===== src/core/blm_pkg.sv =====
// constants and types shared by the burner lockout monitor
// Behaviour
// - flame present in stand-by or post-purge for 25 s causes lockout
// - false flame during pre-purge for 1 s causes lockout
// - no flame 3 s after gas valve energised in safety time: lockout
// - flame loss in operation recycles; fourth loss after 3 recycles locks out
// - fan motor fault or parameter memory fault locks out at once
// - first stage valve internal fault locks out at once
// - second stage valve internal fault locks out at once, own pulse code
// - air switch not closed 15 s after heat request or recycle: lockout
// - air loss in late purge, safety time or operation: lockout after 1 s
// - in lockout the reset LED blinks a pulse count unique per fault
// - lockout holds until the operator presses the reset button
// - each lockout type is logged, keeping the ten most recent
package blm_pkg;

  // sequencer phase reported to the monitor
  typedef enum logic [2:0] {
    PH_STANDBY,
    PH_AIR_IDLE,
    PH_AIR_WAIT,
    PH_PREPURGE,
    PH_PURGE_END,
    PH_SAFETY,
    PH_RUN,
    PH_POSTPURGE
  } blm_phase_t;

  // lockout causes; the value is also the LED pulse count
  typedef enum logic [3:0] {
    LK_NONE,
    LK_FLAME_STBY,
    LK_FLAME_PRE,
    LK_NO_FLAME,
    LK_FLAME_LOSS,
    LK_FAN,
    LK_VALVE1,
    LK_MEMORY,
    LK_AIR_NOCLOSE,
    LK_AIR_LOST,
    LK_AIR_STUCK,
    LK_VALVE2
  } blm_lock_t;

  localparam int CLK_PERIOD_NS = 4;
  localparam int MS_NS         = 1000000;
  localparam int TICK_CYC      = MS_NS / CLK_PERIOD_NS;

  localparam int FLAME_STBY_MS = 25000;
  localparam int FLAME_PRE_MS  = 1000;
  localparam int NO_FLAME_MS   = 3000;
  localparam int AIR_CLOSE_MS  = 15000;
  localparam int AIR_LOST_MS   = 1000;
  localparam int AIR_STUCK_MS  = 120000;
  localparam int RECYCLE_MAX   = 3;
  localparam int LOG_DEPTH     = 10;

  localparam int LED_ON_MS     = 300;
  localparam int LED_OFF_MS    = 300;
  localparam int LED_GAP_MS    = 2000;

endpackage : blm_pkg


===== src/core/blm_led_code.sv =====
// reset-button LED pulse code generator
`timescale 1ns/1ns
module blm_led_code #(
  parameter int ON_MS  = blm_pkg::LED_ON_MS,
  parameter int OFF_MS = blm_pkg::LED_OFF_MS,
  parameter int GAP_MS = blm_pkg::LED_GAP_MS
) (
  // clock and reset
  input  wire logic       i_clk,
  input  wire logic       i_rst_n,
  // control
  input  wire logic       i_en,
  input  wire logic [3:0] i_code,
  input  wire logic       i_tick,
  // lamp
  output logic            o_led
);

  typedef enum logic [1:0] {LS_IDLE, LS_ON, LS_OFF, LS_GAP} blm_ls_t;

  typedef struct packed {
    blm_ls_t     st;
    logic [15:0] ms;
    logic [3:0]  n;
    logic        led;
  } blm_led_st_t;

  blm_led_st_t q, d;

  always_comb begin
    d = q;
    if (!i_en) begin
      d.st = LS_IDLE;
    end else if (i_tick) begin
      d.ms = q.ms + 16'h0001;
      case (q.st)
        LS_IDLE: begin
          d.st = LS_ON;
          d.ms = '0;
          d.n  = 4'h1;
        end
        LS_ON: if (q.ms >= 16'(ON_MS - 1)) begin
          d.st = LS_OFF;
          d.ms = '0;
        end
        LS_OFF: if (q.ms >= 16'(OFF_MS - 1)) begin
          d.ms = '0;
          d.st = (q.n >= i_code) ? LS_GAP : LS_ON;
          d.n  = q.n + 4'h1;
        end
        LS_GAP: if (q.ms >= 16'(GAP_MS - 1)) begin
          d.st = LS_ON;
          d.ms = '0;
          d.n  = 4'h1;
        end
        default: d.st = LS_IDLE;
      endcase
    end
    d.led = i_en && (d.st == LS_ON);
  end

  always_ff @(posedge i_clk or negedge i_rst_n) begin
    if (!i_rst_n) begin
      q <= '0;
    end else begin
      q <= d;
    end
  end

  assign o_led = q.led;
endmodule : blm_led_code


===== src/core/blm_monitor.sv =====
// burner lockout monitor: fault timing, lockout latch, log and LED
`timescale 1ns/1ns
module blm_monitor #(
  parameter int TICK_CYC      = blm_pkg::TICK_CYC,
  parameter int FLAME_STBY_MS = blm_pkg::FLAME_STBY_MS,
  parameter int FLAME_PRE_MS  = blm_pkg::FLAME_PRE_MS,
  parameter int NO_FLAME_MS   = blm_pkg::NO_FLAME_MS,
  parameter int AIR_CLOSE_MS  = blm_pkg::AIR_CLOSE_MS,
  parameter int AIR_LOST_MS   = blm_pkg::AIR_LOST_MS,
  parameter int AIR_STUCK_MS  = blm_pkg::AIR_STUCK_MS,
  parameter int LOG_N         = blm_pkg::LOG_DEPTH
) (
  // clock and reset
  input  wire logic       i_clk,
  input  wire logic       i_nrst,
  // sequencer state and requests
  input  wire logic [2:0] i_phase,
  input  wire logic       i_heat_req,
  input  wire logic       i_gas1_req,
  input  wire logic       i_gas2_req,
  input  wire logic       i_ign_req,
  // field sensors and fault lines
  input  wire logic       i_flame,
  input  wire logic       i_air_closed,
  input  wire logic       i_fan_fault,
  input  wire logic       i_mem_fault,
  input  wire logic       i_valve1_fault,
  input  wire logic       i_valve2_fault,
  // operator
  input  wire logic       i_reset_btn,
  input  wire logic [3:0] i_log_sel,
  // actuators
  output logic            o_gas1,
  output logic            o_gas2,
  output logic            o_ign,
  output logic            o_heat_ok,
  // status
  output logic            o_lockout,
  output logic [3:0]      o_lock_type,
  output logic            o_recycle,
  output logic [3:0]      o_log_type,
  output logic            o_led
);

  localparam int TW  = 17;
  localparam int TKW = $clog2(TICK_CYC + 1);

  typedef struct packed {
    logic                  locked;
    blm_pkg::blm_lock_t    ltype;
    blm_pkg::blm_lock_t    cand;
    logic [TW-1:0]         tmr;
    logic [TKW-1:0]        tick;
    logic [1:0]            rcy;
    logic                  flame;
    logic                  btn;
    logic [LOG_N-1:0][3:0] log;
    logic [3:0]            log_out;
    logic                  gas1;
    logic                  gas2;
    logic                  ign;
    logic                  recycle;
  } blm_st_t;

  blm_st_t            q, d;
  logic [1:0]         rst_sync;
  logic               rst_n;
  logic               tick_hit;
  logic               press;
  logic [1:0]         rcy_cur;
  blm_pkg::blm_lock_t cand;
  blm_pkg::blm_lock_t hit;
  logic [TW-1:0]      lim;
  blm_pkg::blm_phase_t ph;

  // reset released through two flops so all state leaves reset together
  always_ff @(posedge i_clk or negedge i_nrst) begin
    if (!i_nrst) begin
      rst_sync <= 2'h0;
    end else begin
      rst_sync <= {rst_sync[0], 1'b1};
    end
  end
  assign rst_n = rst_sync[1];

  always_comb begin
    ph       = blm_pkg::blm_phase_t'(i_phase);
    d        = q;
    tick_hit = (q.tick == TKW'(TICK_CYC - 1));
    d.tick   = tick_hit ? '0 : q.tick + TKW'(1);
    press    = i_reset_btn && !q.btn;
    rcy_cur  = q.locked ? 2'h0 : q.rcy;
    d.btn    = i_reset_btn;
    d.flame  = i_flame;
    d.recycle = 1'b0;
    hit      = blm_pkg::LK_NONE;
    cand     = blm_pkg::LK_NONE;
    lim      = '0;
    // pending timed fault; only one can be building at a time
    if ((ph == blm_pkg::PH_STANDBY || ph == blm_pkg::PH_POSTPURGE)
        && i_flame) begin
      cand = blm_pkg::LK_FLAME_STBY;
      lim  = TW'(FLAME_STBY_MS);
    end else if ((ph == blm_pkg::PH_PREPURGE || ph == blm_pkg::PH_PURGE_END)
                 && i_flame) begin
      cand = blm_pkg::LK_FLAME_PRE;
      lim  = TW'(FLAME_PRE_MS);
    end else if (ph == blm_pkg::PH_AIR_IDLE && i_air_closed) begin
      cand = blm_pkg::LK_AIR_STUCK;
      lim  = TW'(AIR_STUCK_MS);
    end else if (ph == blm_pkg::PH_AIR_WAIT && !i_air_closed) begin
      cand = blm_pkg::LK_AIR_NOCLOSE;
      lim  = TW'(AIR_CLOSE_MS);
    end else if ((ph == blm_pkg::PH_PURGE_END || ph == blm_pkg::PH_SAFETY
                  || ph == blm_pkg::PH_RUN) && !i_air_closed) begin
      cand = blm_pkg::LK_AIR_LOST;
      lim  = TW'(AIR_LOST_MS);
    end else if (ph == blm_pkg::PH_SAFETY && i_gas1_req && !i_flame) begin
      cand = blm_pkg::LK_NO_FLAME;
      lim  = TW'(NO_FLAME_MS);
    end
    if (q.locked && !press) begin
      d.cand = blm_pkg::LK_NONE;
      d.tmr  = '0;
    end else begin
      // a fault seen in the release cycle wins over the press
      if (q.locked) begin
        d.locked = 1'b0;
        d.rcy    = 2'h0;
      end
      if (i_fan_fault) begin
        hit = blm_pkg::LK_FAN;
      end else if (i_mem_fault) begin
        hit = blm_pkg::LK_MEMORY;
      end else if (i_valve1_fault) begin
        hit = blm_pkg::LK_VALVE1;
      end else if (i_valve2_fault) begin
        hit = blm_pkg::LK_VALVE2;
      end else if (ph == blm_pkg::PH_RUN && q.flame && !i_flame) begin
        if (rcy_cur == 2'(blm_pkg::RECYCLE_MAX)) begin
          hit = blm_pkg::LK_FLAME_LOSS;
        end else begin
          d.rcy     = rcy_cur + 2'h1;
          d.recycle = 1'b1;
        end
      end else if (cand != blm_pkg::LK_NONE && q.cand == cand
                   && q.tmr >= lim) begin
        hit = cand;
      end
      // a changed cause restarts the persistence count
      d.cand = cand;
      if (cand != q.cand) begin
        // restart the ms prescaler too, so no cause locks out early
        d.tmr  = '0;
        d.tick = '0;
      end else if (tick_hit && q.tmr < lim) begin
        d.tmr = q.tmr + TW'(1);
      end
      if (ph == blm_pkg::PH_STANDBY && !i_heat_req) begin
        d.rcy = 2'h0;
      end
      if (hit != blm_pkg::LK_NONE) begin
        d.locked = 1'b1;
        d.ltype  = hit;
        d.log    = {q.log[LOG_N-2:0], hit};
      end
    end
    d.log_out = (i_log_sel < 4'(LOG_N)) ? q.log[i_log_sel] : 4'h0;
    d.gas1    = i_gas1_req && !d.locked;
    d.gas2    = i_gas2_req && !d.locked;
    d.ign     = i_ign_req && !d.locked;
  end

  always_ff @(posedge i_clk or negedge rst_n) begin
    if (!rst_n) begin
      q <= '0;
    end else begin
      q <= d;
    end
  end

  blm_led_code u_led (
    .i_clk   (i_clk),
    .i_rst_n (rst_n),
    .i_en    (q.locked),
    .i_code  (q.ltype),
    .i_tick  (tick_hit),
    .o_led   (o_led)
  );

  assign o_gas1      = q.gas1;
  assign o_gas2      = q.gas2;
  assign o_ign       = q.ign;
  assign o_heat_ok   = !q.locked;
  assign o_lockout   = q.locked;
  assign o_lock_type = q.ltype;
  assign o_recycle   = q.recycle;
  assign o_log_type  = q.log_out;
endmodule : blm_monitor


===== config.mk =====
export PLATFORM = sky130hd
export DESIGN_NAME = blm_monitor
export DESIGN_NICKNAME = d
export VERILOG_FILES = /design/src/core/blm_pkg.sv /design/src/core/blm_led_code.sv /design/src/core/blm_monitor.sv
export SDC_FILE = /design/constraint.sdc
export NUM_CORES = 1
export LEC_CHECK = 0
export BUFFER_PORTS_ARGS = -buffer_cell sky130_fd_sc_hd__buf_2
export CAP_MARGIN = 20
export CORE_ASPECT_RATIO = 0.7
export CORE_MARGIN = 3
export CORE_UTILIZATION = 50
export CTS_CLUSTER_DIAMETER = 200
export DETAILED_ROUTE_END_ITERATION = 16
export PLACE_DENSITY = 0.78
export RECOVER_POWER = 100
export SKIP_CTS_REPAIR_TIMING = 1
export SLEW_MARGIN = 20
export SYNTH_ARGS = -nofsm -noshare
export SYNTH_HDL_FRONTEND = slang
export SYNTH_SLANG_ARGS = --single-unit
export TNS_END_PERCENT = 30

===== constraint.sdc =====
create_clock -name i_clk -period 3.3 [get_ports i_clk]
set_clock_uncertainty 0.1 [all_clocks]
set_input_delay 0.495 -clock i_clk [delete_from_list [all_inputs] [get_ports i_clk]]
set_output_delay 0.495 -clock i_clk [all_outputs]
set_load 0.02 [all_outputs]

# After elaboration in Yosys (flattened, before gate mapping)
# Index checks and enable logic that the tools add are counted.
classes:
  add_sub_neg: 5
  order_cmp: 7
  n_eq_ne: 17
  n_mux: 54
  bitwise_logic: 1
  reduce_logical: 39
ops:
  columns: ["op", "n"]
  rows:
  - ["two-way mux 17 bit", 5]
  - ["one-hot mux 18 bit (4 select lines)", 1]
  - ["two-way mux 22 bit", 3]
  - ["two-way mux 4 bit", 14]
  - ["two-way mux 18 bit", 3]
  - ["two-way mux 12 bit", 2]
  - ["two-way mux 2 bit", 11]
  - ["two-way mux 21 bit", 1]
  - ["two-way mux 20 bit", 1]
  - ["logical AND 1 bit", 19]
  - ["adder 18 x 1 -> 18 bit (second input constant)", 1]
  - ["equality test 18 bit (second input constant)", 1]
  - ["adder 17 x 1 -> 17 bit (second input constant)", 1]
  - ["greater-or-equal comparator 17 bit", 1]
  - ["< comparator 17 bit", 1]
  - ["adder 16 x 1 -> 16 bit (second input constant)", 1]
  - ["binary-select mux 4 bit (select 4 bit)", 1]
  - ["greater-or-equal comparator 16 x 11 -> 1 bit (second input constant)", 1]
  - ["greater-or-equal comparator 16 x 9 -> 1 bit (second input constant)", 1]
  - ["two-way mux 14 bit", 1]
  - ["equality test 3 bit (second input constant)", 4]
  - ["one-hot mux 4 bit (3 select lines)", 1]
  - ["two-way mux 5 bit", 2]
  - ["nonzero test 4 bit", 2]
  - ["other kinds (22)", 44]
totals:
  register_bits: 117

# Logic depth before layout (Yosys ltp)
depth:
  depth_word: 24
  ltp_mapped: 16
  ltp_nobuf: 13

# Modules after synthesis
# Synthesis repeated with hierarchy kept, for this count alone.
hier_totals:
  hier_cells: 665
  area_unflattened_um2: 6981.7
by_module_without_submodules:
  columns: ["module", "n_inst", "cells_each", "area_each_um2"]
  rows:
  - ["blm_monitor", 1, 500, 5492.8]
  - ["blm_led_code", 1, 165, 1488.9]

# Worst setup path after synthesis
# OpenSTA, ideal clock, no wires.
synth_path:
  path_type: "input -> register"
  start: "input port i_phase[0]"
  end: "register q[28] in the netlist's numbering"
  setup_ns: 0.125
  arrival_ns: 3.521
  path_slack_ns: -0.446
  stages: 15
  cell_sequence: "buf_2 -> clkbuf_1 -> nor2b_1 -> o21ai_0 -> a21oi_1 -> a31oi_1 -> ha_1 -> a2111oi_2 -> a2111oi_2 -> or4_1 -> nand3_2 -> a21oi_4 -> buf_6 -> buf_12 -> mux2_4"
synth_via:
  elab_chain_cells: 21
  word_cells_on_any_way: 47
synth_rtl:
  columns: ["element", "line", "source"]
  rows:
  - ["start: declaration", "blm_monitor.sv:17", "input wire logic [2:0] i_phase,"]
  - ["parallel branches: the longest is 13 deep, another holds greater-or-equal comparator 17 bit", null, null]
  - ["two-way mux 4 bit (*)", "blm_monitor.sv:139", "end else if (ph == blm_pkg::PH_RUN && q.flame && !i_flame) begin"]
  - ["two-way mux 4 bit (*)", "blm_monitor.sv:137", "end else if (i_valve2_fault) begin"]
  - ["two-way mux 4 bit (*)", "blm_monitor.sv:135", "end else if (i_valve1_fault) begin"]
  - ["two-way mux 4 bit (*)", "blm_monitor.sv:133", "end else if (i_mem_fault) begin"]
  - ["two-way mux 4 bit (*)", "blm_monitor.sv:131", "if (i_fan_fault) begin"]
  - ["two-way mux 4 bit (*)", "blm_monitor.sv:122", "if (q.locked && !press) begin"]
  - ["nonzero test 4 bit (*)", "blm_monitor.sv:162", "if (hit != blm_pkg::LK_NONE) begin"]
  - ["AND reduction 2 bit (no line) (*)", null, null]
  - ["end signal: assignment", "blm_monitor.sv:176", "q <= '0;"]
  - ["end signal: assignment", "blm_monitor.sv:178", "q <= d;"]
  - ["end: declaration", "blm_monitor.sv:65", "blm_st_t q, d;"]
# Mark *: on every way between the ends. The select of a mux whose other input is x is not followed.
# A chain may end at the register's enable or synchronous reset.

# Worst setup path in the final report
layout_path:
  start: "input port i_phase[0]"
  end: "register q[79] in the netlist's numbering"
layout_via:
  elab_chain_cells: 12
  word_cells_on_any_way: 37
layout_rtl:
  columns: ["element", "line", "source"]
  rows:
  - ["equality test 3 bit, on equally long branches", "blm_monitor.sv:114, blm_monitor.sv:118, blm_monitor.sv:104", null]
  - ["logical AND 1 bit / logical OR 1 bit (equally long branches)", "blm_monitor.sv:118, blm_monitor.sv:114", null]
  - ["logical AND 1 bit / logical OR 1 bit (equally long branches)", "blm_monitor.sv:118, blm_monitor.sv:115", null]
  - ["two-way mux 12 bit (tied with other cells)", "blm_monitor.sv:118", "end else if (ph == blm_pkg::PH_SAFETY && i_gas1_req && !i_flame) begin"]
  - ["two-way mux 12 bit / two-way mux 4 bit (equally long branches)", "blm_monitor.sv:114", "end else if ((ph == blm_pkg::PH_PURGE_END || ph == blm_pkg::PH_SAFETY"]
  - ["two-way mux 14 bit / two-way mux 4 bit (equally long branches)", "blm_monitor.sv:111", "end else if (ph == blm_pkg::PH_AIR_WAIT && !i_air_closed) begin"]
  - ["two-way mux 17 bit / two-way mux 4 bit (equally long branches)", "blm_monitor.sv:108", "end else if (ph == blm_pkg::PH_AIR_IDLE && i_air_closed) begin"]
  - ["two-way mux 17 bit / two-way mux 4 bit (equally long branches)", "blm_monitor.sv:104", "end else if ((ph == blm_pkg::PH_PREPURGE || ph == blm_pkg::PH_PURGE_END)"]
  - ["two-way mux 17 bit / two-way mux 4 bit (equally long branches)", "blm_monitor.sv:100", "if ((ph == blm_pkg::PH_STANDBY || ph == blm_pkg::PH_POSTPURGE)"]
  - ["< comparator 17 bit / != test 4 bit (equally long branches)", "blm_monitor.sv:156, blm_monitor.sv:152", null]
  - ["logical AND 1 bit / two-way mux 17 bit (equally long branches)", "blm_monitor.sv:156, blm_monitor.sv:152", null]
  - ["nonzero test 3 bit (no line) / two-way mux 21 bit (equally long branches)", null, null]
# Parallel ways exist; a longest one is shown, timed or not.

==> impl_metrics.py <==
metrics = {
    "worst_setup_path": {
        "r2r-end": "q[47]$_DFFE_PN0P_",
        "worstSetupPathType": "in -> reg",
        "critical_path.startpoint": "i_phase[0]",
        "reg2regPathDepth": 9,
        "cp.required_ns": 3.53,
        "rr_startpoint": "q[80]$_DFFE_PN0P_",
        "cp_max_fo": 12,
        "reg2reg_slack_ns": 0.46,
        "crit_path_end_kind": "flop",
        "worst_setup_path_start_kind": "input port",
        "arrival_ns": 3.46,
    },
    "routing": {
        "num_vias": 5130,
        "via_per_inst": 5.938,
        "wl_per_cell_um": 18.07,
        "drt_wl_total_um": 15610,
        "drt_pass1_iterations": 5,
        "drc": 0,
        "ant_nets": 0,
        "drtIter0Drc": 382,
    },
    "global_routing": {
        "grt_pass1_wl_um": 25390,
        "grt_pass1_vias": 5139,
        "antenna_found_initial": 0,
        "grt_max_degree": 60,
        "grt.total_usage_pct": 22.02,
        "grt_overflow": 0,
    },
    "layout": {
        "finalInstanceArea_sq_um": 7691,
        "area_growth_pct": 17.24,
        "diodes": 0,
        "layout-drive-gt1-share_pct": 22.51,
        "fin_nets": 732,
    },
    "yosys": {
        "synth_cell_types": 79,
        "synth_top_area_cell": "dfrtp_1",
        "ys_warn_count": 0,
        "yosysSeqAreaShare_pct": 44.25,
        "yosys-top-cells-area": "dfrtp_1, ha_1, nor2_1, mux2_4, mux4_2",
        "synth_top_flop_cell": "dfrtp_1",
        "ys_ff_latch": 116,
        "synth_edf_count": 0,
        "yosysMostFrequentCell": "dfrtp_1",
        "async_flop_share_pct": 100.0,
        "synth_common_cells": "dfrtp_1, nor2_1, nand2_1",
        "postSynthAreaPerCell_sq_um": 10.46,
        "synth_top_area_share_pct": 44.25,
        "syn-cell-area_sq_um": 6560,
        "synth_nets": 670,
        "synth_cells": 627,
    },
    "min_path": {
        "holdPathStages": 1,
        "hp-class": "in -> reg",
        "hold_path_end": "q[48]$_DFF_PN0_",
        "hp-start": "i_reset_btn",
    },
    "power_and_ir_drop": {
        "p_clk_share_pct": 41.1,
        "p_comb_share_pct": 16.4,
        "switching_share_pct": 27.53,
        "p_leak_nw": 3.399,
        "power_density_nw_per_um2": 568.4,
        "p_int_w": 0.003168,
        "p_switching_w": 0.001204,
        "vdd_drop_max_uv": 357.3,
        "seqPwrFrac_pct": 42.5,
    },
    "placed_design": {
        "dp_hpwl_um": 10960,
        "placed_area_sq_um": 7088,
        "io_buffers": 34,
        "dpl_worst_slack_ns": -0.3683,
        "place_congestion": 0.8952,
    },
    "timing": {
        "worst_slew_pin_slew_ns": 2.381,
        "finalCritPeriodShare_pct": 98.02,
        "fin_ws_ns": 0.06518,
        "hold-worst-slack_ns": 0.1924,
        "rsz0062_at_grt": "true",
        "hold_viol": 0,
        "fin_crit_ns": 3.235,
        "timing.fmax_mhz": 309.1,
        "slew_headroom_pct": -58.73,
        "finalSetupViolations": 0,
        "drv_slew": 59,
    },
    "floorplan": {
        "die_h_um": 101.8,
        "die_area_sq_um": 14550,
        "start_util_pct": 51.92,
        "die_x_um": 142.9,
        "core_area_sq_um": 12630,
        "ios": 35,
        "rows": 34,
    },
    "clock_network": {
        "numCtsBuffers": 17,
        "cts.path.max_buffers": 2,
        "cts-root-buf": "clkbuf_16",
        "clock-sinks": 116,
        "clock_latency_ns": 0.42,
        "cts.reportedPaths.clkPinSlew_ns": 0.06,
        "cts_max_level": 4,
        "cts_tree": "done",
    },
    "outcome": {
        "failed_checks": "max-capacitance violations, max-slew violations",
        "status": "complete, but fails checks",
    },
    "job": {
        "cap_violations": 1,
    },
}
[layer usage]
| layer | wire length, um | GRT usage (%) | up-vias |
|---|---|---|---|
| li1 | - | - | 2375 |
| met1 | 6983 | 30.39 | 2546 |
| met2 | 7430 | 34.56 | 173 |
| met3 | 913 | 5.192 | 36 |
| met4 | 282 | 7.524 | 0 |
| met5 | 0 | 0 | - |
[cell type report]
| type | count | area [sq um] |
|---|---|---|
| multi-input cells | 461 | 3468 |
| inverters | 19 | 71.32 |
| clock inverters | 15 | 156.4 |
| fillers | 1003 | 4943 |
| repair buffers | 74 | 464.2 |
| clock buffers | 17 | 425.4 |
| flip-flops and latches | 116 | 2903 |
| well taps | 162 | 202.7 |
[placed cells by master (no fill, tap or decap), types with 4 or more instances in the layout]
cell type and count:
dfrtp_1 116, nor2_1 75, nand2_1 41, buf_4 34, nand3_1 27, a21oi_1 26
o21ai_0 25, ha_1 22, clkbuf_1 21, xor2_1 18, mux2_4 18, inv_1 17
clkbuf_16 17, and3_1 16, xnor2_1 16, buf_2 16, mux2_2 14, nor3_1 9
mux2i_1 9, mux4_2 8, or3_1 8, nand4_1 7, nor2b_1 6, nand3b_1 6
nand2b_1 6, a21o_1 5, a211oi_1 5, nor4_1 5, and2_1 5, clkinvlp_4 5
o21a_1 4, o31ai_1 4, mux2_1 4
[critical path: stages]
cell       delay [ns]
buf_2            0.12
buf_4            0.19
nor2b_2          0.12
o21ai_1          0.07
a21oi_1          0.20
a31oi_2          0.08
ha_1             0.38
a2111oi_4        0.37
a2111oi_4        0.14
buf_4            0.17
nor4b_4          0.41
nand4_4          0.19
or3_1            0.36
a21oi_2          0.15
[worst max-delay path by stage]
stage	end	slack, ns	depth (start not counted)
6_report	q[79]$_DFFE_PN0P_	0.07	14
5_1_grt	q[79]$_DFFE_PN0P_	-0.11	14
4_1_cts	q[9]$_DFFE_PN0P_	0.04	13
3_5_place_dp	q[9]$_DFFE_PN0P_	-0.37	13
3_3_place_gp	q[9]$_DFFE_PN0P_	-0.25	11
2_1_floorplan	q[28]$_DFFE_PN0P_	-0.01	15
[sequential cells by signal, indices dropped and copies added (netlist names)]
signal       cells
q               82
u_led.q         22
o_log_type       4
rst_sync         2
o_gas1           1
o_gas2           1
o_ign            1
o_lockout        1
o_recycle        1
u_led.o_led      1
[cell families (layout without fill, tap and decap cells)]
| group | Yosys count | after routing | synth area share [%] |
|---|---|---|---|
| and+or+nand+nor | 243 | 243 | 19.53 |
| DFF | 116 | 116 | 44.25 |
| AOI/OAI and AO/OA | 107 | 107 | 11.73 |
| muxes | 53 | 53 | 11.33 |
| buffers and inverters | 50 | 125 | 4.177 |
| xor gates and xnor gates | 34 | 34 | 4.539 |
| adders and majority gates | 23 | 23 | 4.387 |
| other | 1 | 1 | 0.05716 |
[power by group through the flow]
stage / logic (W) / registers [W] / clock network, W
final: 0.000716 / 0.00186 / 0.00180
after global routing: 0.000775 / 0.00189 / 0.00189
after CTS: 0.000721 / 0.00185 / 0.00182
after detailed placement: 0.000714 / 0.00186 / 0
after global placement: 0.000674 / 0.00184 / 0
after floorplan: 0.000588 / 0.00180 / 0
[metrics by stage]
step | power, W | instances | setup TNS [ns] | utilization, %
3_5_place_dp | 0.002578 | 831 | -11.35 | 56.10
4_1_cts | 0.004392 | 863 | 0 | 60.71
5_1_grt | 0.004549 | 864 | -0.6619 | 60.87
3_3_place_gp | 0.002514 | 831 | -5.657 | 56.10
2_1_floorplan | 0.002386 | 627 | -0.1772 | -
6_report | 0.004371 | 864 | 0 | 60.87
(Power assumes the default switching activity.)
